[src/siu_pkg.sv]
// Shared constants and carrier types for the system integration unit.
// Assumes one crystal clock drives the whole unit and an 8-bit register port.
package siu_pkg;

    // Register addresses on the plain register port.
    localparam logic [15:0] SIU_ADDR_CAUSE = 16'hFE01;
    localparam logic [15:0] SIU_ADDR_INT1  = 16'hFE04;
    localparam logic [15:0] SIU_ADDR_INT2  = 16'hFE05;
    localparam logic [15:0] SIU_ADDR_INT3  = 16'hFE06;
    localparam logic [15:0] SIU_ADDR_CFG   = 16'hFE08;

    // Reset cause register bit positions and value after power-on.
    localparam int unsigned SIU_CAUSE_POR  = 7;
    localparam int unsigned SIU_CAUSE_PIN  = 6;
    localparam int unsigned SIU_CAUSE_WDOG = 5;
    localparam int unsigned SIU_CAUSE_ILLEGAL_OPCODE_CAUSE = 4;
    localparam int unsigned SIU_CAUSE_ILLEGAL_ADDRESS_CAUSE = 3;
    localparam int unsigned SIU_CAUSE_MON  = 2;
    localparam int unsigned SIU_CAUSE_LVI  = 1;
    localparam logic [7:0]  SIU_CAUSE_RST  = 8'h80;

    // Configuration register bits and reset value.
    localparam int unsigned SIU_CFG_STOP_EN = 0;
    localparam int unsigned SIU_CFG_SHORT_STOP_RECOVERY   = 1;
    localparam logic [7:0]  SIU_CFG_RST     = 8'h00;

    // Phase lengths in crystal clock cycles.
    localparam int unsigned SIU_LONG_CYC = 32'h0000_1000;
    localparam int unsigned SIU_PIN_CYC  = 32'h0000_0020;
    localparam int unsigned SIU_HOLD_CYC = 32'h0000_0020;
    localparam int unsigned SIU_TAIL_CYC = 32'h0000_0003;
    localparam int unsigned SIU_EXT_MIN  = 32'h0000_0043;
    localparam int unsigned SIU_REC_LONG = SIU_LONG_CYC + SIU_PIN_CYC + SIU_HOLD_CYC + SIU_TAIL_CYC;
    localparam int unsigned SIU_REC_SHORT = SIU_PIN_CYC + SIU_HOLD_CYC + SIU_TAIL_CYC;

    // Counter values that close each phase.
    localparam logic [11:0] SIU_LONG_END = 12'(SIU_LONG_CYC - 1);
    localparam logic [11:0] SIU_PIN_END  = 12'(SIU_PIN_CYC - 1);
    localparam logic [11:0] SIU_HOLD_END = 12'(SIU_PIN_CYC + SIU_HOLD_CYC - 1);
    localparam logic [11:0] SIU_TAIL_END = 12'(SIU_REC_SHORT - 1);
    localparam logic [6:0]  SIU_EXT_END  = 7'(SIU_EXT_MIN);
    localparam logic [6:0]  SIU_ETAIL_END = 7'(SIU_TAIL_CYC - 1);

    // Vector selector codes; hardware sources follow from code 2 upward.
    localparam logic [4:0] SIU_VEC_RESET = 5'h00;
    localparam logic [4:0] SIU_VEC_SWI   = 5'h01;
    localparam logic [4:0] SIU_VEC_HW0   = 5'h02;

    // Stack items, in push order; pop runs in reverse.
    localparam logic [2:0] SIU_ITEM_PCL = 3'h0;
    localparam logic [2:0] SIU_ITEM_CCR = 3'h4;

    typedef enum logic [2:0] {
        ST_RUN  = 3'b000,
        ST_LONG = 3'b001,
        ST_PIN  = 3'b010,
        ST_HOLD = 3'b011,
        ST_TAIL = 3'b100,
        ST_EXT  = 3'b101,
        ST_STOP = 3'b110,
        ST_WAKE = 3'b111
    } siu_rst_st_t;

    typedef enum logic [1:0] {
        XS_IDLE = 2'b00,
        XS_PUSH = 2'b01,
        XS_POP  = 2'b10
    } siu_xs_t;

    typedef struct packed {
        logic [15:0] addr;
        logic [7:0]  wdata;
        logic        wr;
        logic        rd;
    } siu_bus_req_t;

    typedef struct packed {
        logic instr_end;
        logic i_mask;
        logic software_interrupt;
        logic return_from_interrupt;
        logic illegal_op;
        logic stop_exec;
        logic opcode_fetch;
        logic unmapped;
    } siu_cpu_t;

    typedef struct packed {
        logic       push;
        logic       pop;
        logic [2:0] item;
        logic       pc_minus_one;
        logic       set_mask;
        logic       vec_valid;
        logic [4:0] vec;
    } siu_stack_t;

endpackage

[src/siu_core.sv]
// System integration unit: reset sequencing, reset causes, stop recovery and
// interrupt arbitration with stacking control for the CPU core.
// Assumes clk_sys_in is the crystal clock and all inputs except rstn_in are synchronous to it.
//
// Local design decisions: strobed register access and the address map.

// Notes on behaviour
// - Power-on: pin low 4096+32, then 32+3 more
// - Recovery 4163 for power/low-voltage, 67 for other internal sources
// - Power-on holds CPU clocks off, generator on
// - Power-on sets its flag, clears others
// - Watchdog overflow resets, flags, pulls pin low
// - Watchdog disabled only by high-voltage pin conditions
// - Illegal instruction flags and resets
// - Stop with stop disabled is illegal opcode
// - Only opcode fetch from unmapped address resets
// - Low voltage flags, long pin low, release
// - Monitor entry reset causes internal reset
// - Twelve-bit counter also prescales the watchdog
// - Stop clears counter; recovery 32 or 4096
// - Pin reset leaves counter; counter free-runs
// - Entry stacks registers, sets mask; return restores
// - Latched interrupt cannot be preempted
// - Hardware interrupt only at instruction end, unmasked
// - Fixed priority from reset down to timebase
// - High index register is never stacked
// - Software interrupt ignores mask, pushes PC
// - Sixteen read-only pending flags by priority
// - Internal reset clears counter; all assert reset
// - Pin flag after 67 low cycles, not long
// - Reading cause register clears its flags
module siu_core
    import siu_pkg::*;
(
    input  wire logic         clk_sys_in,       // Crystal clock.
    input  wire logic         rstn_in,          // Async power-on reset, active low.
    input  wire siu_bus_req_t bus_req_in,       // Register port request.
    output logic [7:0]        bus_rdata_out,    // Read data, one cycle after read.
    input  wire logic         power_on_pulse_in,// Power-on pulse.
    input  wire logic         lvi_in,           // Low-voltage detector output.
    input  wire logic         wdog_ovf_in,      // Watchdog counter overflow.
    input  wire logic         mon_reset_in,     // Monitor entry reset request.
    input  wire logic         monitor_mode_in,  // Device is in monitor mode.
    input  wire logic         break_in,         // Break state request.
    input  wire logic         rst_hv_in,        // Reset pin at high test voltage.
    input  wire logic         irq_hv_in,        // Interrupt pin at high test voltage.
    input  wire logic         rst_pin_in,       // Reset pin level.
    output logic              rst_pin_out,      // Reset pin drive value.
    output logic              rst_pin_oe_out,   // Reset pin output enable.
    input  wire siu_cpu_t     cpu_in,           // Decoded CPU status.
    input  wire logic [15:0]  irq_req_in,       // Requests, bit 0 is flag 1.
    input  wire logic [15:0]  irq_en_in,        // Source enables, bit 0 is flag 1.
    output siu_stack_t        stack_out,        // Stacking control to the CPU.
    output logic              internal_reset_out,// Internal reset, active high.
    output logic              clk_gen_en_out,   // Clock generator output enable.
    output logic              cpu_clk_en_out,   // CPU and module clock enable.
    output logic              wdog_disable_out, // Watchdog disable.
    output logic [11:0]       cnt_out           // Counter, watchdog prescaler.
);

    typedef struct packed {
        siu_rst_st_t rst_st;
        logic [11:0] cnt;
        logic [6:0]  ext_cnt;
        logic        ext_rel;
        logic        long_seq;
        logic [7:0]  cause;
        logic [7:0]  cfg;
        logic [15:0] ifl;
        logic [7:0]  rd_data;
        logic        wdog_dis;
        logic        internal_reset;
        logic        pin_oe;
        logic        cgen;
        logic        cpu_clk;
        siu_xs_t     xs;
        logic [2:0]  step;
        logic        latched;
        siu_stack_t  stk;
    } siu_state_t;

    localparam siu_state_t SIU_STATE_RST = '{
        rst_st:   ST_LONG,
        cnt:      12'h000,
        ext_cnt:  7'h00,
        ext_rel:  1'b0,
        long_seq: 1'b1,
        cause:    SIU_CAUSE_RST,
        cfg:      SIU_CFG_RST,
        ifl:      16'h0000,
        rd_data:  8'h00,
        wdog_dis: 1'b0,
        internal_reset:     1'b1,
        pin_oe:   1'b1,
        cgen:     1'b1,
        cpu_clk:  1'b0,
        xs:       XS_IDLE,
        step:     3'h0,
        latched:  1'b0,
        stk:      '0
    };

    siu_state_t s_reg;
    siu_state_t s_next;

    logic        wdog_trig;
    logic        illegal_opcode_cause_trig;
    logic        illegal_address_cause_trig;
    logic        short_trig;
    logic        long_trig;
    logic [7:0]  cause_set;
    logic [15:0] pend;
    logic        hw_hit;
    logic [3:0]  hw_idx;
    logic        wake;

    // Reset sources and the cause bits they set this cycle.
    always_comb
    begin
        wdog_trig  = wdog_ovf_in & ~s_reg.wdog_dis;
        illegal_opcode_cause_trig  = cpu_in.illegal_op
                   | (cpu_in.stop_exec & ~s_reg.cfg[SIU_CFG_STOP_EN]);
        illegal_address_cause_trig  = cpu_in.unmapped & cpu_in.opcode_fetch;
        short_trig = wdog_trig | illegal_opcode_cause_trig | illegal_address_cause_trig | mon_reset_in;
        long_trig  = power_on_pulse_in | lvi_in;
        cause_set  = 8'h00;
        cause_set[SIU_CAUSE_WDOG] = wdog_trig;
        cause_set[SIU_CAUSE_ILLEGAL_OPCODE_CAUSE] = illegal_opcode_cause_trig;
        cause_set[SIU_CAUSE_ILLEGAL_ADDRESS_CAUSE] = illegal_address_cause_trig;
        cause_set[SIU_CAUSE_MON]  = mon_reset_in;
        cause_set[SIU_CAUSE_LVI]  = lvi_in;
        cause_set[SIU_CAUSE_POR]  = power_on_pulse_in;
        cause_set[SIU_CAUSE_PIN]  = (s_reg.rst_st == ST_EXT) & ~s_reg.long_seq
                                  & (s_reg.ext_cnt == SIU_EXT_END);
    end

    // Highest-priority enabled hardware request; flag 1 wins over flag 16.
    always_comb
    begin
        pend   = irq_req_in & irq_en_in;
        hw_hit = 1'b0;
        hw_idx = 4'h0;
        for (int i = 15; i >= 0; i--)
        begin
            if (pend[i])
            begin
                hw_hit = 1'b1;
                hw_idx = 4'(i);
            end
        end
        wake = hw_hit | break_in | cpu_in.software_interrupt;
    end

    // Next-state logic for the whole unit.
    always_comb
    begin
        s_next          = s_reg;
        s_next.cnt      = s_reg.cnt + 12'h001;
        s_next.ifl      = irq_req_in;
        s_next.stk.push = 1'b0;
        s_next.stk.pop  = 1'b0;
        s_next.stk.set_mask = 1'b0;
        s_next.wdog_dis = (monitor_mode_in & (rst_hv_in | irq_hv_in))
                        | (break_in & rst_hv_in);

        // Reset sequencer; the counter paces ST_LONG to ST_TAIL and ST_WAKE, while ST_EXT uses ext_cnt.
        unique case (s_reg.rst_st)
            ST_RUN:
            begin
                if (!rst_pin_in)
                begin
                    s_next.rst_st   = ST_EXT;
                    s_next.ext_cnt  = 7'h01;
                    s_next.ext_rel  = 1'b0;
                    s_next.long_seq = 1'b0;
                end
                else if (cpu_in.stop_exec && s_reg.cfg[SIU_CFG_STOP_EN])
                begin
                    s_next.rst_st = ST_STOP;
                    s_next.cnt    = 12'h000;
                end
            end
            ST_LONG:
            begin
                if (s_reg.cnt == SIU_LONG_END)
                begin
                    s_next.rst_st = ST_PIN;
                end
            end
            ST_PIN:
            begin
                if (s_reg.cnt == SIU_PIN_END)
                begin
                    s_next.rst_st = ST_HOLD;
                end
            end
            ST_HOLD:
            begin
                if (s_reg.cnt == SIU_HOLD_END)
                begin
                    s_next.rst_st = ST_TAIL;
                end
            end
            ST_TAIL:
            begin
                if (s_reg.cnt == SIU_TAIL_END)
                begin
                    s_next.rst_st = ST_RUN;
                end
            end
            ST_EXT:
            begin
                // Low time is measured without touching the shared counter.
                if (!s_reg.ext_rel)
                begin
                    if (s_reg.ext_cnt != SIU_EXT_END)
                    begin
                        s_next.ext_cnt = s_reg.ext_cnt + 7'h01;
                    end
                    if (rst_pin_in)
                    begin
                        s_next.ext_rel = 1'b1;
                        s_next.ext_cnt = 7'h00;
                    end
                end
                else if (s_reg.ext_cnt == SIU_ETAIL_END)
                begin
                    s_next.rst_st = ST_RUN;
                end
                else
                begin
                    s_next.ext_cnt = s_reg.ext_cnt + 7'h01;
                end
            end
            ST_STOP:
            begin
                s_next.cnt = 12'h000;
                if (!rst_pin_in)
                begin
                    s_next.rst_st   = ST_EXT;
                    s_next.ext_cnt  = 7'h01;
                    s_next.ext_rel  = 1'b0;
                    s_next.long_seq = 1'b0;
                end
                else if (wake)
                begin
                    s_next.rst_st = ST_WAKE;
                end
            end
            ST_WAKE:
            begin
                if (s_reg.cfg[SIU_CFG_SHORT_STOP_RECOVERY] ? (s_reg.cnt == SIU_PIN_END)
                                             : (s_reg.cnt == SIU_LONG_END))
                begin
                    s_next.rst_st = ST_RUN;
                end
            end
        endcase

        // Internal sources restart the sequence; long and short ones both clear the counter.
        if (long_trig)
        begin
            s_next.rst_st   = ST_LONG;
            s_next.cnt      = 12'h000;
            s_next.long_seq = 1'b1;
        end
        else if (short_trig)
        begin
            s_next.rst_st   = ST_PIN;
            s_next.cnt      = 12'h000;
            s_next.long_seq = 1'b0;
        end

        // Cause flags: a set in the reading cycle survives the clear.
        if (power_on_pulse_in)
        begin
            s_next.cause = SIU_CAUSE_RST;
        end
        else if (bus_req_in.rd && bus_req_in.addr == SIU_ADDR_CAUSE)
        begin
            s_next.cause = cause_set;
        end
        else
        begin
            s_next.cause = s_reg.cause | cause_set;
        end

        // Register port: configuration write and registered read data.
        if (bus_req_in.wr && bus_req_in.addr == SIU_ADDR_CFG)
        begin
            s_next.cfg = bus_req_in.wdata & 8'h03;
        end
        s_next.rd_data = 8'h00;
        if (bus_req_in.rd)
        begin
            unique case (bus_req_in.addr)
                SIU_ADDR_CAUSE: s_next.rd_data = s_reg.cause;
                // Flag 1 sits at bit 2 of the first status register, higher flags above it.
                SIU_ADDR_INT1:  s_next.rd_data = {s_reg.ifl[5:0], 2'b00};
                SIU_ADDR_INT2:  s_next.rd_data = s_reg.ifl[13:6];
                SIU_ADDR_INT3:  s_next.rd_data = {6'h00, s_reg.ifl[15:14]};
                SIU_ADDR_CFG:   s_next.rd_data = s_reg.cfg;
                default:        s_next.rd_data = 8'h00;
            endcase
        end

        // Exception sequencer: latch, push five items, or pop them on return.
        unique case (s_reg.xs)
            XS_IDLE:
            begin
                if (s_reg.rst_st == ST_RUN && cpu_in.instr_end)
                begin
                    if (cpu_in.software_interrupt && !s_reg.latched)
                    begin
                        s_next.xs               = XS_PUSH;
                        s_next.latched          = 1'b1;
                        s_next.stk.vec          = SIU_VEC_SWI;
                        s_next.stk.pc_minus_one = 1'b0;
                        s_next.step             = SIU_ITEM_PCL;
                    end
                    else if (hw_hit && !cpu_in.i_mask && !s_reg.latched)
                    begin
                        s_next.xs               = XS_PUSH;
                        s_next.latched          = 1'b1;
                        s_next.stk.vec          = SIU_VEC_HW0 + 5'(hw_idx);
                        s_next.stk.pc_minus_one = 1'b1;
                        s_next.step             = SIU_ITEM_PCL;
                    end
                    else if (cpu_in.return_from_interrupt)
                    begin
                        s_next.xs   = XS_POP;
                        s_next.step = SIU_ITEM_CCR;
                    end
                end
            end
            XS_PUSH:
            begin
                // Only PC, X, A and CCR are stacked; H stays with software.
                s_next.stk.push = 1'b1;
                s_next.stk.item = s_reg.step;
                s_next.step     = s_reg.step + 3'h1;
                if (s_reg.step == SIU_ITEM_CCR)
                begin
                    s_next.xs            = XS_IDLE;
                    s_next.stk.set_mask  = 1'b1;
                    s_next.stk.vec_valid = 1'b1;
                end
            end
            XS_POP:
            begin
                s_next.stk.pop  = 1'b1;
                s_next.stk.item = s_reg.step;
                s_next.step     = s_reg.step - 3'h1;
                if (s_reg.step == SIU_ITEM_PCL)
                begin
                    s_next.xs            = XS_IDLE;
                    s_next.latched       = 1'b0;
                    s_next.stk.vec_valid = 1'b0;
                end
            end
            default:
            begin
                s_next.xs = XS_IDLE;
            end
        endcase

        // Any reset abandons an exception in progress.
        if (s_next.rst_st != ST_RUN && s_next.rst_st != ST_STOP && s_next.rst_st != ST_WAKE)
        begin
            s_next.xs      = XS_IDLE;
            s_next.latched = 1'b0;
            s_next.stk     = '0;
            s_next.stk.vec = SIU_VEC_RESET;
        end

        // Output flops follow the next sequencer state.
        s_next.internal_reset    = s_next.rst_st inside {ST_LONG, ST_PIN, ST_HOLD, ST_TAIL, ST_EXT};
        s_next.pin_oe  = s_next.rst_st inside {ST_LONG, ST_PIN};
        s_next.cgen    = s_next.rst_st != ST_STOP;
        s_next.cpu_clk = !(s_next.rst_st inside {ST_LONG, ST_STOP, ST_WAKE});
    end

    // Single state register of the unit.
    always_ff @(posedge clk_sys_in or negedge rstn_in)
    begin
        if (!rstn_in)
        begin
            s_reg <= SIU_STATE_RST;
        end
        else
        begin
            s_reg <= s_next;
        end
    end

    // Outputs; the reset pin is only ever pulled low.
    assign rst_pin_out        = 1'b0;
    assign rst_pin_oe_out     = s_reg.pin_oe;
    assign internal_reset_out = s_reg.internal_reset;
    assign clk_gen_en_out     = s_reg.cgen;
    assign cpu_clk_en_out     = s_reg.cpu_clk;
    assign wdog_disable_out   = s_reg.wdog_dis;
    assign cnt_out            = s_reg.cnt;
    assign bus_rdata_out      = s_reg.rd_data;
    assign stack_out          = s_reg.stk;

endmodule

[config.mk]
export PLATFORM = sky130hd
export DESIGN_NAME = siu_core
export DESIGN_NICKNAME = d
export VERILOG_FILES = /design/src/siu_pkg.sv /design/src/siu_core.sv
export SDC_FILE = /design/constraint.sdc
export NUM_CORES = 1
export LEC_CHECK = 0
export ABC_AREA = 1
export BUFFER_PORTS_ARGS = -buffer_cell sky130_fd_sc_hd__buf_2
export CAP_MARGIN = 20
export CORE_ASPECT_RATIO = 1.4
export CORE_UTILIZATION = 58
export CTS_CLUSTER_DIAMETER = 50
export CTS_CLUSTER_SIZE = 28
export DETAILED_ROUTE_END_ITERATION = 8
export GPL_TIMING_DRIVEN = 0
export PLACE_DENSITY_LB_ADDON = 0.3
export SYNTH_ARGS = -nofsm -noshare
export SYNTH_HDL_FRONTEND = slang
export SYNTH_SLANG_ARGS = --single-unit
[constraint.sdc]
create_clock -name clk_sys_in -period 4.62 [get_ports clk_sys_in]
set_input_delay 0 -clock clk_sys_in [delete_from_list [all_inputs] [get_ports clk_sys_in]]
set_output_delay 0 -clock clk_sys_in [all_outputs]
set_load 0.1 [all_outputs]
==> flow_summary.yaml <==
finish:
  fin_cells: 823
  antenna_cells: 0
  final_util: 0.7754
  regArea_um2: 2034
  finish.net_count: 807
  largest_reg_flops: 43
  multi_input_area_um2: 1908
  layout-drive-gt1-share: 0.2658
  area_growth_pct: 27.35
  n_fill_cell: 502
detailed_routing:
  drc: 0
  wirelength_mm: 11.34
  via_per_inst: 5.386
  num_vias: 4433
  drtIter0Drc: 309
  antenna_left: 0
  wl_per_cell_um: 13.78
  firstDrtPassIters: 5
worst_setup_path:
  max_stage_delay_ns: 0.43
  r2r-end: "s_reg[17]"
  crit_end: "s_reg[17]"
  critPathKind: "flop to flop"
  cp.required_ns: 4.87
  rrSetupSlack_ns: 2.18
  crit_start: "cnt_out[0]"
  critical_path.slowest_cell: "dfrtp_1"
  crit_arrival_ns: 2.69
  critPathLaunchType: "flop"
  reg2reg_depth: 16
  cp-end-kind: "flop"
  crit_fanout: 6
  worstPathCellList: "ha_1 > inv_1 > nor2_2 > nand2_2 > nor2_2 > nand3_2 > nand3_2 > nand3_1 > nand2_2 > inv_2 > nand2_2 > nand2_4 > nand2_1 > nand2_1 > o21ai_0 > nand2_1"
  rr_startpoint: "cnt_out[0]"
synth:
  async_reset_ff_frac: 1.000
  synth_cell_types: 48
  avgSynthCellArea_um2: 7.948
  netlist_instances: 571
  netlist_area_um2: 4538
  synth_edf_count: 0
  ys_seq_area_frac: 0.4483
  synth_area_leaders: "dfrtp_1 (41%), nand2_1 (10%), inv_1 (6.4%)"
  synth_mux_area_frac: 0.004963
  yosysTopAreaCell: "dfrtp_1"
  synth_top_family_by_area: "simple AND/OR/NAND/NOR gates"
  synth_top_area_frac: 0.4136
  synth_seq_cells: 81
  synth-xor-area-share: 0.01158
  syn-num-nets: 657
  synth-simple-area-share: 0.2856
  synth_fa_ha_area_frac: 0.02647
  synth_ff_type: "dfrtp_1"
  synth_compound_area_frac: 0.09098
  ys_warn_count: 0
clock_tree:
  clk_pin_slew_ns: 0.08
  cts.repair_timing.setup_buffer_count: 0
  cts_sinks: 81
  cts_made_buffers: 9
  clock_path_buffers: 2
  cts_resized: 0
  cts_htree_levels: 3
  clockRootBuffer: "clkbuf_8"
  tritoncts: "yes"
  insertion_delay_ns: 0.36
sta:
  setup_tns_ns: 0
  grt_setup_unrepaired: "false"
  finalClockSkew_ns: 0.007024
  worst_slew_pin_slew_ns: 0.6081
  max_freq_ghz: 0.4090
  final_hold_viol_count: 0
  maxSlewViolCount: 0
  final-setup-viol-count: 0
  relSlewSlack: 0.5912
  period_share: 0.5292
  finalCriticalPeriod_ns: 2.445
power_and_ir_drop:
  vdd_drop_max_v: 0.0002016
  power.density_nw_per_um2: 274.8
  p_leak_nw: 3.027
floorplan:
  rows: 37
  die_width_um: 76.76
  start_util: 0.6089
  core_um2: 7453
  die_area_um2: 8187
  die_h_um: 106.7
  pin_count: 116
global_route:
  antenna_found_initial: 0
  grt_pass1_vias: 4468
  gr-total-overflow: 0
  grt_usage: 0.2985
  grt_pass1_wl_mm: 19.17
  grt_max_degree: 68
worst_hold_path:
  hp-class: "input port to flop"
placement:
  place.port_buffers: 106
  dpl.hpwl_mm: 8.062
  gp_congestion: 0.9671
  place_inst: 775
job:
  maxCapViolCount: 0
status:
  status: "finished clean"
-- critical path, delay by kind of cell (launching register included) --
family / cells / cell delay (ns)
compound gates: 1 / 0.20
fa+ha+maj: 1 / 0.24
buf+inv: 2 / 0.15
flops: 1 / 0.43
simple gates: 12 / 1.31
-- layout make-up --
cell class                 instances  share of cell area
multi-input combinational        369              0.3302
tap                               97             0.02100
clock inverter                     4             0.01277
clock buffer                      12             0.02858
inverter                          81             0.05304
timing repair buffer             139              0.1524
sequential                        81              0.3520
buffer                            40             0.05001
-- how the worst min path moves through the flow --
stage,startpoint,endpoint,slack (ns),depth (start not counted)
after global placement,irq_req_in[9],s_reg[41],0.12,1
final,rst_pin_in,s_reg[64],0.01,3
after global routing,rst_pin_in,s_reg[64],0.04,3
after CTS,rst_pin_in,s_reg[64],0.0004,3
after detailed placement,rstn_in,bus_rdata_out[0],-0.13,1
after floorplan,rstn_in,bus_rdata_out[0],-0.30,0
-- Yosys cell counts, types with 4 or more instances --
library cell  number
xnor2_1            4
nand2_2            5
clkbuf_1           4
nand3_2            6
inv_1             77
a21oi_1           16
dfstp_2            6
o21bai_1           4
dfrtp_1           75
nor2_2             5
ha_1               8
buf_4             34
nand4_1           14
nand2_1          122
a22oi_1            4
nor2_1            59
a31oi_1            5
nand3_1           40
nor3_1            24
o21ai_0           20
-- cells in the final DEF, fill, tap and decap left out, types with 2 or more instances in the layout --
master / n
bufinv_16: 2
clkbuf_8: 12
nand2_1: 122
a211oi_1: 3
a22oi_1: 4
o21bai_1: 4
a31oi_1: 5
inv_1: 77
dfstp_2: 6
inv_2: 3
xor2_1: 2
nand2_2: 5
ha_1: 8
nor2_1: 59
o21ai_0: 20
nand3_1: 40
a21boi_0: 2
dlygate4sd3_1: 32
dfrtp_1: 75
mux2_2: 2
a21oi_1: 16
buf_2: 105
clkbuf_1: 4
buf_4: 35
nand4_1: 14
o21a_1: 2
nor3b_1: 2
o221ai_1: 2
nor3_1: 24
o31ai_1: 2
nor2_2: 5
nand3_2: 6
xnor2_1: 4
-- stage by stage --
step                hold WS (ns)  setup WS [ns]  area (um2)  total power [mW]
CTS                    0.0003556          2.198        5779             1.588
global route             0.04124          1.890        5779             1.653
global placement          0.1234          2.288        5190            0.9600
finish                   0.01399          2.175        5779             1.588
detailed placement       -0.1265          2.215        5220            0.9726
floorplan                -0.2956          2.182        4538            0.8907
-- layer usage --
metal,track usage,wire [um],vias to the layer above
met5,0,0,-
met4,0.1566,468,0
met3,0.04681,601,44
met2,0.5536,6016,189
met1,0.3232,4258,2086
li1,-,-,2114
-- power by group --
group | total, mW | internal (mW) | switching (mW) | leakage [nW]
clock | 0.602 | 0.349 | 0.253 | 0.123
sequential | 0.760 | 0.738 | 0.0214 | 1.05
combinational | 0.227 | 0.0880 | 0.139 | 1.85
total | 1.59 | 1.17 | 0.413 | 3.03
-- cell families after synthesis --
kind of cell               after synthesis
muxes                                    2
DFF                                     81
xor gates and xnor gates                 6
adders and majority gates                9
and+or+nand+nor                        285
buffers and inverters                  121
other                                    1
AOI/OAI and AO/OA                       66
-- what timing repair did --
item                       in CTS  in global routing
hold buffers                   32                  0
hold endpoints to repair      103                  0
setup endpoints to repair       0                  0
No activity file was read; power rests on OpenSTA's default activity.
